[src/core/pcsc_pkg.sv]
package pcsc_pkg;
    localparam int unsigned CLK_HZ = 250_000_000;
    localparam int unsigned ADDR_W = 10;
    localparam logic [9:0] ADDR_CAL_CTRL = 10'h018;
    localparam logic [9:0] ADDR_SYNC = 10'h019;
    localparam logic [9:0] ADDR_STAT = 10'h01A;
    localparam logic [9:0] ADDR_MON = 10'h01F;
    localparam logic [9:0] ADDR_UPDATE = 10'h232;
    localparam logic [7:0] CAL_CTRL_RST = 8'h06;
    localparam logic [7:0] SYNC_RST = 8'h00;
    localparam logic [7:0] STAT_RST = 8'h00;
    localparam int unsigned CAL_NOW_BIT = 0;
    localparam int unsigned CAL_DIV_LSB = 1;
    localparam int unsigned SYNC_LSB = 6;
    localparam int unsigned STAT_DIV_BIT = 7;
    localparam int unsigned MON_THR_BIT = 6;
    localparam int unsigned UPDATE_BIT = 0;
    localparam int unsigned R_W = 14;
    localparam int unsigned A_W = 6;
    localparam int unsigned B_W = 13;
    localparam int unsigned MON_W = 17;
    localparam logic [7:0] CAL_TICKS = 8'h40;
    localparam int unsigned MON_FAST_HZ = 1_020_000;
    localparam int unsigned MON_SLOW_HZ = 6_000;
    // longest period still valid, rounded down
    localparam logic [16:0] MON_FAST_CYC = 17'(CLK_HZ / MON_FAST_HZ);
    localparam int unsigned MON_SLOW_CYC = CLK_HZ / MON_SLOW_HZ;
    localparam logic [16:0] VCO_MON_CYC = 17'h000F0;
    typedef enum logic [1:0] {
        PCSC_SYNC_NONE = 2'b00,
        PCSC_SYNC_ASYNC = 2'b01,
        PCSC_SYNC_SYNC = 2'b10,
        PCSC_SYNC_IDLE = 2'b11
    } pcsc_sync_mode_t;
    typedef enum logic [0:0] {
        PCSC_CAL_IDLE = 1'b0,
        PCSC_CAL_RUN = 1'b1
    } pcsc_cal_state_t;
    typedef struct packed {
        logic [9:0] addr;
        logic [7:0] wdata;
        logic wr;
        logic rd;
    } pcsc_bus_t;
endpackage : pcsc_pkg

[src/core/pcsc_cal_div.sv]
`timescale 1ns/100ps
module pcsc_cal_div (
    input wire logic core_clk,
    input wire logic rst_n,
    input wire logic [1:0] div_sel,
    output logic cal_clk_q,
    output logic tick_q
);
    logic [3:0] cnt_q, cnt_d;
    logic clk_d, tick_d;
    logic [3:0] mask;

    always_comb begin
        cnt_d = cnt_q + 4'h1;
        // 00 -> /2, 01 -> /4, 10 -> /8, 11 -> /16
        mask = 4'((5'h02 << div_sel) - 5'h01);
        clk_d = cnt_d[div_sel];
        tick_d = ((cnt_d | ~mask) == 4'hF);
    end

    always_ff @(posedge core_clk or negedge rst_n) begin
        if (!rst_n) begin
            cnt_q <= 4'h0;
            cal_clk_q <= 1'b0;
            tick_q <= 1'b0;
        end else begin
            cnt_q <= cnt_d;
            cal_clk_q <= clk_d;
            tick_q <= tick_d;
        end
    end
endmodule : pcsc_cal_div

[src/core/pcsc_core.sv]
// Design decision made here: the plain strobed port.
`timescale 1ns/100ps
// Operation
// calibration clock divider codes 00..11 give 2, 4, 8, 16; default 16
// software picks /2 or /4 below 12.5 MHz, /8 below 50 MHz
// divide-by-16 works at any rate, longest calibration time
// phase detector rate is reference divided by R counter value
// calibration starts only on active calibrate-now bit 0 to 1; default 0
// software writes bit 0, updates, then writes 1, updates again
// software keeps VCO output divider stable during calibration
// sync field: 00/11 nothing, 01 async reset, 10 sync reset of R, A, B
// status divider bit set divides status pin signal by four
// reference monitor valid above 1.02 MHz, or 6 kHz when bit set
// reference threshold bit leaves VCO monitor threshold alone
// calibration clock is reference clock divided by chosen divider
module pcsc_core #(
    parameter int unsigned REF_SLOW_CYC = pcsc_pkg::MON_SLOW_CYC
) (
    input wire logic core_clk,
    input wire logic rst_n,
    input wire pcsc_pkg::pcsc_bus_t bus_req,
    output logic [7:0] rd_data_q,
    input wire logic [13:0] r_divide,
    input wire logic sync_n_pin,
    input wire logic fb_pin,
    input wire logic first_reference_input,
    input wire logic second_reference_input,
    input wire logic vco_pin,
    input wire logic status_src,
    output logic cal_clk_q,
    output logic cal_start_q,
    output logic cal_busy_q,
    output logic phase_detector_tick_q,
    output logic [13:0] r_cnt_q,
    output logic [5:0] a_cnt_q,
    output logic [12:0] b_cnt_q,
    output logic status_pin_q,
    output logic first_reference_input_valid_q,
    output logic second_reference_input_valid_q,
    output logic vco_valid_q
);

    // shadow copies take writes; active copies move only on update
    logic [7:0] cal_sh_q, cal_sh_d, sync_sh_q, sync_sh_d, stat_sh_q, stat_sh_d;
    logic [7:0] cal_ac_q, cal_ac_d, sync_ac_q, sync_ac_d, stat_ac_q, stat_ac_d;
    logic [7:0] rd_data_d;
    logic upd;
    logic [2:0] mon_valid;

    always_comb begin
        cal_sh_d = cal_sh_q;
        sync_sh_d = sync_sh_q;
        stat_sh_d = stat_sh_q;
        upd = 1'b0;
        if (bus_req.wr) begin
            if (bus_req.addr == pcsc_pkg::ADDR_CAL_CTRL) begin
                cal_sh_d = bus_req.wdata;
            end else if (bus_req.addr == pcsc_pkg::ADDR_SYNC) begin
                sync_sh_d = bus_req.wdata;
            end else if (bus_req.addr == pcsc_pkg::ADDR_STAT) begin
                stat_sh_d = bus_req.wdata;
            end else if (bus_req.addr == pcsc_pkg::ADDR_UPDATE) begin
                upd = bus_req.wdata[pcsc_pkg::UPDATE_BIT];
            end
        end
        cal_ac_d = upd ? cal_sh_q : cal_ac_q;
        sync_ac_d = upd ? sync_sh_q : sync_ac_q;
        stat_ac_d = upd ? stat_sh_q : stat_ac_q;
        rd_data_d = 8'h00;
        if (bus_req.rd) begin
            if (bus_req.addr == pcsc_pkg::ADDR_CAL_CTRL) begin
                rd_data_d = cal_sh_q;
            end else if (bus_req.addr == pcsc_pkg::ADDR_SYNC) begin
                rd_data_d = sync_sh_q;
            end else if (bus_req.addr == pcsc_pkg::ADDR_STAT) begin
                rd_data_d = stat_sh_q;
            end else if (bus_req.addr == pcsc_pkg::ADDR_MON) begin
                rd_data_d = {4'h0, mon_valid, cal_busy_q};
            end
        end
    end

    always_ff @(posedge core_clk or negedge rst_n) begin
        if (!rst_n) begin
            cal_sh_q <= pcsc_pkg::CAL_CTRL_RST;
            sync_sh_q <= pcsc_pkg::SYNC_RST;
            stat_sh_q <= pcsc_pkg::STAT_RST;
            cal_ac_q <= pcsc_pkg::CAL_CTRL_RST;
            sync_ac_q <= pcsc_pkg::SYNC_RST;
            stat_ac_q <= pcsc_pkg::STAT_RST;
            rd_data_q <= 8'h00;
        end else begin
            cal_sh_q <= cal_sh_d;
            sync_sh_q <= sync_sh_d;
            stat_sh_q <= stat_sh_d;
            cal_ac_q <= cal_ac_d;
            sync_ac_q <= sync_ac_d;
            stat_ac_q <= stat_ac_d;
            rd_data_q <= rd_data_d;
        end
    end

    // calibration clock and sequencer
    logic cal_tick;
    pcsc_cal_div u_div (
        .core_clk(core_clk),
        .rst_n(rst_n),
        .div_sel(cal_ac_q[pcsc_pkg::CAL_DIV_LSB +: 2]),
        .cal_clk_q(cal_clk_q),
        .tick_q(cal_tick)
    );
    pcsc_pkg::pcsc_cal_state_t cal_st_q, cal_st_d;
    logic [7:0] cal_cnt_q, cal_cnt_d;
    logic now_prev_q, start_d, busy_d;
    always_comb begin
        cal_st_d = cal_st_q;
        cal_cnt_d = cal_cnt_q;
        // edge of the active copy only, so shadow writes alone never start it
        start_d = cal_ac_q[pcsc_pkg::CAL_NOW_BIT] && !now_prev_q;
        case (cal_st_q)
            pcsc_pkg::PCSC_CAL_IDLE: begin
                if (start_d) begin
                    cal_st_d = pcsc_pkg::PCSC_CAL_RUN;
                    cal_cnt_d = 8'h00;
                end
            end
            pcsc_pkg::PCSC_CAL_RUN: begin
                // length counted in calibration clocks, so /16 runs longest
                if (cal_tick) begin
                    cal_cnt_d = cal_cnt_q + 8'h01;
                    if (cal_cnt_d == pcsc_pkg::CAL_TICKS) begin
                        cal_st_d = pcsc_pkg::PCSC_CAL_IDLE;
                    end
                end
            end
            default: cal_st_d = pcsc_pkg::PCSC_CAL_IDLE;
        endcase
        busy_d = (cal_st_d == pcsc_pkg::PCSC_CAL_RUN);
    end

    always_ff @(posedge core_clk or negedge rst_n) begin
        if (!rst_n) begin
            cal_st_q <= pcsc_pkg::PCSC_CAL_IDLE;
            cal_cnt_q <= 8'h00;
            now_prev_q <= 1'b0;
            cal_start_q <= 1'b0;
            cal_busy_q <= 1'b0;
        end else begin
            cal_st_q <= cal_st_d;
            cal_cnt_q <= cal_cnt_d;
            now_prev_q <= cal_ac_q[pcsc_pkg::CAL_NOW_BIT];
            cal_start_q <= start_d && (cal_st_q == pcsc_pkg::PCSC_CAL_IDLE);
            cal_busy_q <= busy_d;
        end
    end

    // sync pin, feedback pin: two flops before use
    logic [1:0] sync_sh_pin_q;
    logic [2:0] fb_sh_q;
    logic sync_pend_q, sync_pend_d, sync_act, clr_async, clr_sync;
    logic [13:0] r_cnt_d;
    logic [5:0] a_cnt_d;
    logic [12:0] b_cnt_d;
    logic pd_tick_d, fb_edge;
    pcsc_pkg::pcsc_sync_mode_t smode;

    always_comb begin
        smode = pcsc_pkg::pcsc_sync_mode_t'(sync_ac_q[pcsc_pkg::SYNC_LSB +: 2]);
        sync_act = !sync_sh_pin_q[1];
        fb_edge = fb_sh_q[1] && !fb_sh_q[2];
        // async mode holds counters clear for as long as sync is low
        clr_async = sync_act && (smode == pcsc_pkg::PCSC_SYNC_ASYNC);
        // sync mode waits for the phase detector boundary; set wins
        sync_pend_d = (sync_act && smode == pcsc_pkg::PCSC_SYNC_SYNC)
                      || (sync_pend_q && !phase_detector_tick_q);
        clr_sync = sync_pend_q && phase_detector_tick_q;
        pd_tick_d = (r_divide <= 14'h0001) || (r_cnt_q >= r_divide - 14'h0001);
        r_cnt_d = pd_tick_d ? 14'h0000 : r_cnt_q + 14'h0001;
        a_cnt_d = fb_edge ? a_cnt_q + 6'h01 : a_cnt_q;
        b_cnt_d = (fb_edge && a_cnt_q == 6'h3F) ? b_cnt_q + 13'h0001 : b_cnt_q;
        if (clr_async || clr_sync) begin
            r_cnt_d = 14'h0000;
            a_cnt_d = 6'h00;
            b_cnt_d = 13'h0000;
            pd_tick_d = 1'b0;
        end
    end

    always_ff @(posedge core_clk or negedge rst_n) begin
        if (!rst_n) begin
            sync_sh_pin_q <= 2'h3;
            fb_sh_q <= 3'h0;
            sync_pend_q <= 1'b0;
            r_cnt_q <= 14'h0000;
            a_cnt_q <= 6'h00;
            b_cnt_q <= 13'h0000;
            phase_detector_tick_q <= 1'b0;
        end else begin
            sync_sh_pin_q <= {sync_sh_pin_q[0], sync_n_pin};
            fb_sh_q <= {fb_sh_q[1:0], fb_pin};
            sync_pend_q <= sync_pend_d;
            r_cnt_q <= r_cnt_d;
            a_cnt_q <= a_cnt_d;
            b_cnt_q <= b_cnt_d;
            phase_detector_tick_q <= pd_tick_d;
        end
    end

    // status pin, optional divide by four
    logic st_prev_q, st_pin_d;
    logic [1:0] st_cnt_q, st_cnt_d;

    always_comb begin
        st_cnt_d = (status_src && !st_prev_q) ? st_cnt_q + 2'h1 : st_cnt_q;
        st_pin_d = stat_ac_q[pcsc_pkg::STAT_DIV_BIT] ? st_cnt_d[1] : status_src;
    end

    always_ff @(posedge core_clk or negedge rst_n) begin
        if (!rst_n) begin
            st_prev_q <= 1'b0;
            st_cnt_q <= 2'h0;
            status_pin_q <= 1'b0;
        end else begin
            st_prev_q <= status_src;
            st_cnt_q <= st_cnt_d;
            status_pin_q <= st_pin_d;
        end
    end

    // frequency monitors: 0, 1 references, 2 VCO
    logic [2:0] mon_pin;
    logic [16:0] mon_cnt [3];
    assign mon_pin = {vco_pin, second_reference_input, first_reference_input};
    for (genvar i = 0; i < 3; i++) begin : g_mon
        logic [2:0] sh_q, sh_d;
        logic [16:0] cnt_q, cnt_d, lim;
        logic val_q, val_d;
        always_comb begin
            sh_d = {sh_q[1:0], mon_pin[i]};
            lim = (i == 2) ? pcsc_pkg::VCO_MON_CYC
                : stat_ac_q[pcsc_pkg::MON_THR_BIT] ? 17'(REF_SLOW_CYC)
                : pcsc_pkg::MON_FAST_CYC;
            cnt_d = cnt_q;
            if (sh_q[1] && !sh_q[2]) begin
                cnt_d = 17'h00000;
            end else if (cnt_q < lim) begin
                cnt_d = cnt_q + 17'h00001;
            end
            val_d = (cnt_d < lim);
        end
        always_ff @(posedge core_clk or negedge rst_n) begin
            if (!rst_n) begin
                sh_q <= 3'h0;
                cnt_q <= 17'h00000;
                val_q <= 1'b0;
            end else begin
                sh_q <= sh_d;
                cnt_q <= cnt_d;
                val_q <= val_d;
            end
        end
        assign mon_valid[i] = val_q;
        assign mon_cnt[i] = cnt_q;
    end

    assign first_reference_input_valid_q = mon_valid[0];
    assign second_reference_input_valid_q = mon_valid[1];
    assign vco_valid_q = mon_valid[2];
endmodule : pcsc_core

[config.mk]
export PLATFORM = sky130hd
export DESIGN_NAME = pcsc_core
export DESIGN_NICKNAME = d
export VERILOG_FILES = /design/src/core/pcsc_pkg.sv /design/src/core/pcsc_cal_div.sv /design/src/core/pcsc_core.sv
export SDC_FILE = /design/constraint.sdc
export NUM_CORES = 1
export LEC_CHECK = 0
export BUFFER_PORTS_ARGS = -buffer_cell sky130_fd_sc_hd__buf_4
export CORE_ASPECT_RATIO = 0.75
export CORE_UTILIZATION = 56
export CTS_CLUSTER_DIAMETER = 100
export CTS_CLUSTER_SIZE = 40
export DETAILED_ROUTE_END_ITERATION = 6
export PLACE_DENSITY = 0.74
export SETUP_SLACK_MARGIN = 0.02
export SLEW_MARGIN = 40
export SYNTH_ARGS = -nofsm -noshare
export SYNTH_HDL_FRONTEND = slang
export SYNTH_HIERARCHICAL = 1
export SYNTH_SLANG_ARGS = --single-unit
[constraint.sdc]
create_clock -name core_clk -period 9.6 [get_ports core_clk]
set_clock_uncertainty 0.2 [all_clocks]
set_input_delay 0.96 -clock core_clk [delete_from_list [all_inputs] [get_ports core_clk]]
set_output_delay 0.96 -clock core_clk [all_outputs]
set_load 0.01 [all_outputs]
==> run_results.csv <==
group,metric,value,unit
power_and_ir_drop,leakagePower,4.71,nW
detailed_routing,viasPerCell,5.74,
placement,place.port_buffers,90,
worst_setup_path,critical_path_peak_fanout,17,
power_and_ir_drop,pwr_density_cell,178,mW/mm^2
die,design.core.area,0.0146,sq mm
run_status,status,"finished clean",
clocking,cts.sinks,163,
worst_setup_path,critPathCaptureType,"flop",
clocking,tritoncts_clock_tree,"done",
sta,relSlewSlack,0.510,
finish,diodes,0,
synthesis,post-synth-top-area-fraction,0.465,
synthesis,synth_nets,901,
clocking,post-cts-setup-buffer-count,0,
power_and_ir_drop,combinationalPowerShare,0.172,
detailed_routing,drcViolationCount,0,
die,rows,38,
finish,final_design_area_no_fill,0.00993,sq mm
synthesis,seq_area_frac_synth,0.484,
synthesis,synth_async_sr_flop_share,1.00,
placement,place_congestion,0.871,
sta,timing.final.setup_violations,0,
finish,layout.nets,998,
synthesis,postSynthCellCount,806,
clocking,post_cts_hold_buffer_count,0,
detailed_routing,drt-wirelength-per-cell,16.5,um
sta,timing_hold_violations_final,0,
worst_setup_path,worst_ep_required_time,9720,ps
synthesis,synth_warnings,6,
placement,numPlacedInstances,1083,
synthesis,ys_dominant_reg_cell,"dfrtp_1",
detailed_routing,first_iter_violations,365,
detailed_routing,drt_pre_antenna_iters,5,
clocking,cts.path.max_buffers,2,
sta,rsz_0062_raised_after_global_routing,"false",
hold_path,worstHoldPathCells,0,
die,die-area,0.0156,sq mm
hold_path,endpoint_with_the_worst_hold_slack,"fb_sh_q[1]",
grt,antenna_found_initial,0,
clocking,clock_insertion_delay_at_the_later_pin_of_the_skew_report,410,ps
detailed_routing,route.final.wire_length,18400,um
die,die-width,144,um
sta,totalNegativeSetupSlack,0,ps
worst_setup_path,crit-reg2reg-launch,"stat_ac_q[6]",
die,die-height,108,um
finish,mostFrequentLayoutCells,"dfrtp_1 (157), buf_4 (93), nor2_1 (90)",
sta,postLayoutSetupSlackWorst,4800,ps
worst_setup_path,critical_path_class,"reg2reg",
die,floorplan.io_pins,91,
worst_setup_path,capturing_point_of_the_worst_reg2reg_path,"first_reference_input_valid_q",
synthesis,synth-seq-cells,163,
power_and_ir_drop,internal-power,1.26,mW
clocking,cts-buffers-inserted,17,
sta,fmaxAchievable,0.208,GHz
sta,max_slew.worst_pin.slew,733,ps
finish,final_common_cell,"dfrtp_1",
grt,grt.total_usage,0.259,
worst_setup_path,setup.worst_path.start_class,"flop",
hold_path,holdCritStartpoint,"fb_sh_q[0]",
worst_setup_path,worst-endpoint-arrival,4920,ps
grt,vias_in_the_first_global_route,6306,
power_and_ir_drop,swShare,0.289,
finish,layout-drive-gt1-share,0.200,
synthesis,syn_avg_cell_area,10.5,sq um
power_and_ir_drop,ir_drop,0.000123,V
worst_setup_path,ff2ff_path_depth,15,
grt,grt_first_pass_wirelength,31500,um
sta,timing_max_transition_violations_final,0,
die,start_util,0.579,
placement,post-dp-hpwl,13200,um
clocking,clkSlewWorstSetupHoldPaths,60,ps
worst_setup_path,regToRegSetupSlack,4800,ps
job,cap_violations,0,
finish,finalNonFillerCells,1116,
synthesis,netlist_area,0.00845,sq mm
clocking,clk_root_buf,"clkbuf_16",
synthesis,synth_enable_flop_cells,0,
detailed_routing,vias,6401,
finish,post-route-util,0.681,
clocking,level_count_of_the_clock_h_tree,4,
hold_path,worstHoldPathType,"reg2reg",
clocking,post_cts.resized_instances,0,
power_and_ir_drop,clock_power_share,0.369,
synthesis,yosys.cell_types.count,69,
power_and_ir_drop,share_seq_of_total_power,0.460,
synthesis,synthTopCellsByArea,"dfrtp_1 (47%), ha_1 (7.9%), mux2_2 (4.3%)",
sta,final_critical_period,4800,ps
detailed_routing,ant_nets,0,
synthesis,yosys.area.top_type,"dfrtp_1",
power_and_ir_drop,switching_pwr,0.509,mW
finish,area_growth,17.6,%
placement,worst_slack_at_placement,4910,ps
grt,gr-total-overflow,0,
grt,grt_max_degree,119,
sta,layout_worst_path_cycle_share,0.500,
placement,placement.cell_area,0.00934,sq mm
[registers in the layout (all words and copies together) (netlist names), 6 cells and up]
| name | count |
|---|---|
| a_cnt_q | 6 |
| b_cnt_q | 13 |
| cal_cnt_q | 8 |
| cal_sh_q | 8 |
| g_mon.cnt_q | 51 |
| g_mon.sh_q | 9 |
| r_cnt_q | 14 |
| rd_data_q | 8 |
| stat_sh_q | 8 |
| sync_sh_q | 8 |
[Yosys cell counts (all sizes together), types with 17 or more instances]
| cell type | count |
|---|---|
| nand2 | 55 |
| xnor2 | 37 |
| nand3 | 40 |
| ha | 53 |
| nor2 | 92 |
| inv | 17 |
| nor3 | 38 |
| mux2 | 32 |
| o21ai | 33 |
| and2 | 20 |
| a21oi | 17 |
| dfrtp | 157 |
| xor2 | 38 |
[per-stage QoR]
stage               power, mW  hold WS [ps]
global route             1.86           154
detailed placement       1.12           136
floorplan               0.992           131
CTS                      1.78           152
global placement         1.11           133
finish                   1.77           149
[power groups by stage]
| stage | Sequential (mW) | Clock [mW] | Combinational, mW |
|---|---|---|---|
| 2_1_floorplan | 0.814 | 0 | 0.178 |
| 3_3_place_gp | 0.819 | 0 | 0.287 |
| 3_5_place_dp | 0.823 | 0 | 0.299 |
| 4_1_cts | 0.810 | 0.663 | 0.304 |
| 5_1_grt | 0.820 | 0.697 | 0.344 |
| 6_report | 0.811 | 0.651 | 0.303 |
[final cells by class]
class | count | area, sq um
inverter | 17 | 63.8
sequential | 163 | 4090
clock buffer | 18 | 439
fill | 1113 | 4660
timing repair buffer | 95 | 741
clock inverter | 14 | 128
multi-input combinational | 609 | 4230
tap | 200 | 250
[worst max path at each step]
stage	startpoint	end	slack [ps]	cells past startpoint
after floorplan	stat_ac_q[6]	first_reference_input_valid_q	5510	15
after global placement	stat_ac_q[6]	first_reference_input_valid_q	5020	15
after detailed placement	stat_ac_q[6]	first_reference_input_valid_q	4910	15
after CTS	stat_ac_q[6]	first_reference_input_valid_q	4860	15
after global routing	stat_ac_q[6]	first_reference_input_valid_q	4460	15
final	stat_ac_q[6]	first_reference_input_valid_q	4800	15
[metal layers]
metal / routed length (um) / vias up / GRT usage
met1: 8730 / 3162 / 0.362
met2: 8660 / 142 / 0.410
met4: 177 / 0 / 0.0547
met3: 864 / 13 / 0.0642
met5: 0 / - / 0
li1: - / 3084 / -
[cells by family after synthesis]
kind of cell,synth area share
adders and majority gates,0.0785
muxes,0.0600
xor gates and xnor gates,0.0778
and+or+nand+nor,0.195
AOI/OAI and AO/OA,0.0887
DFF,0.484
buffers and inverters,0.0161
[critical path: stages, from the launching register on]
cell and delay [ps]:
dfrtp_1 700, inv_1 470, ha_1 320, a211o_1 260, a311oi_2 430, nor2_1 120
nor3_1 330, nand2_1 110, xor2_1 150, nor2_1 160, ha_1 290, a21o_1 170
a21o_1 180, a2111oi_2 360, nand4_1 160, a221oi_2 280
Note: power is estimated with default switching activity, not from simulation.
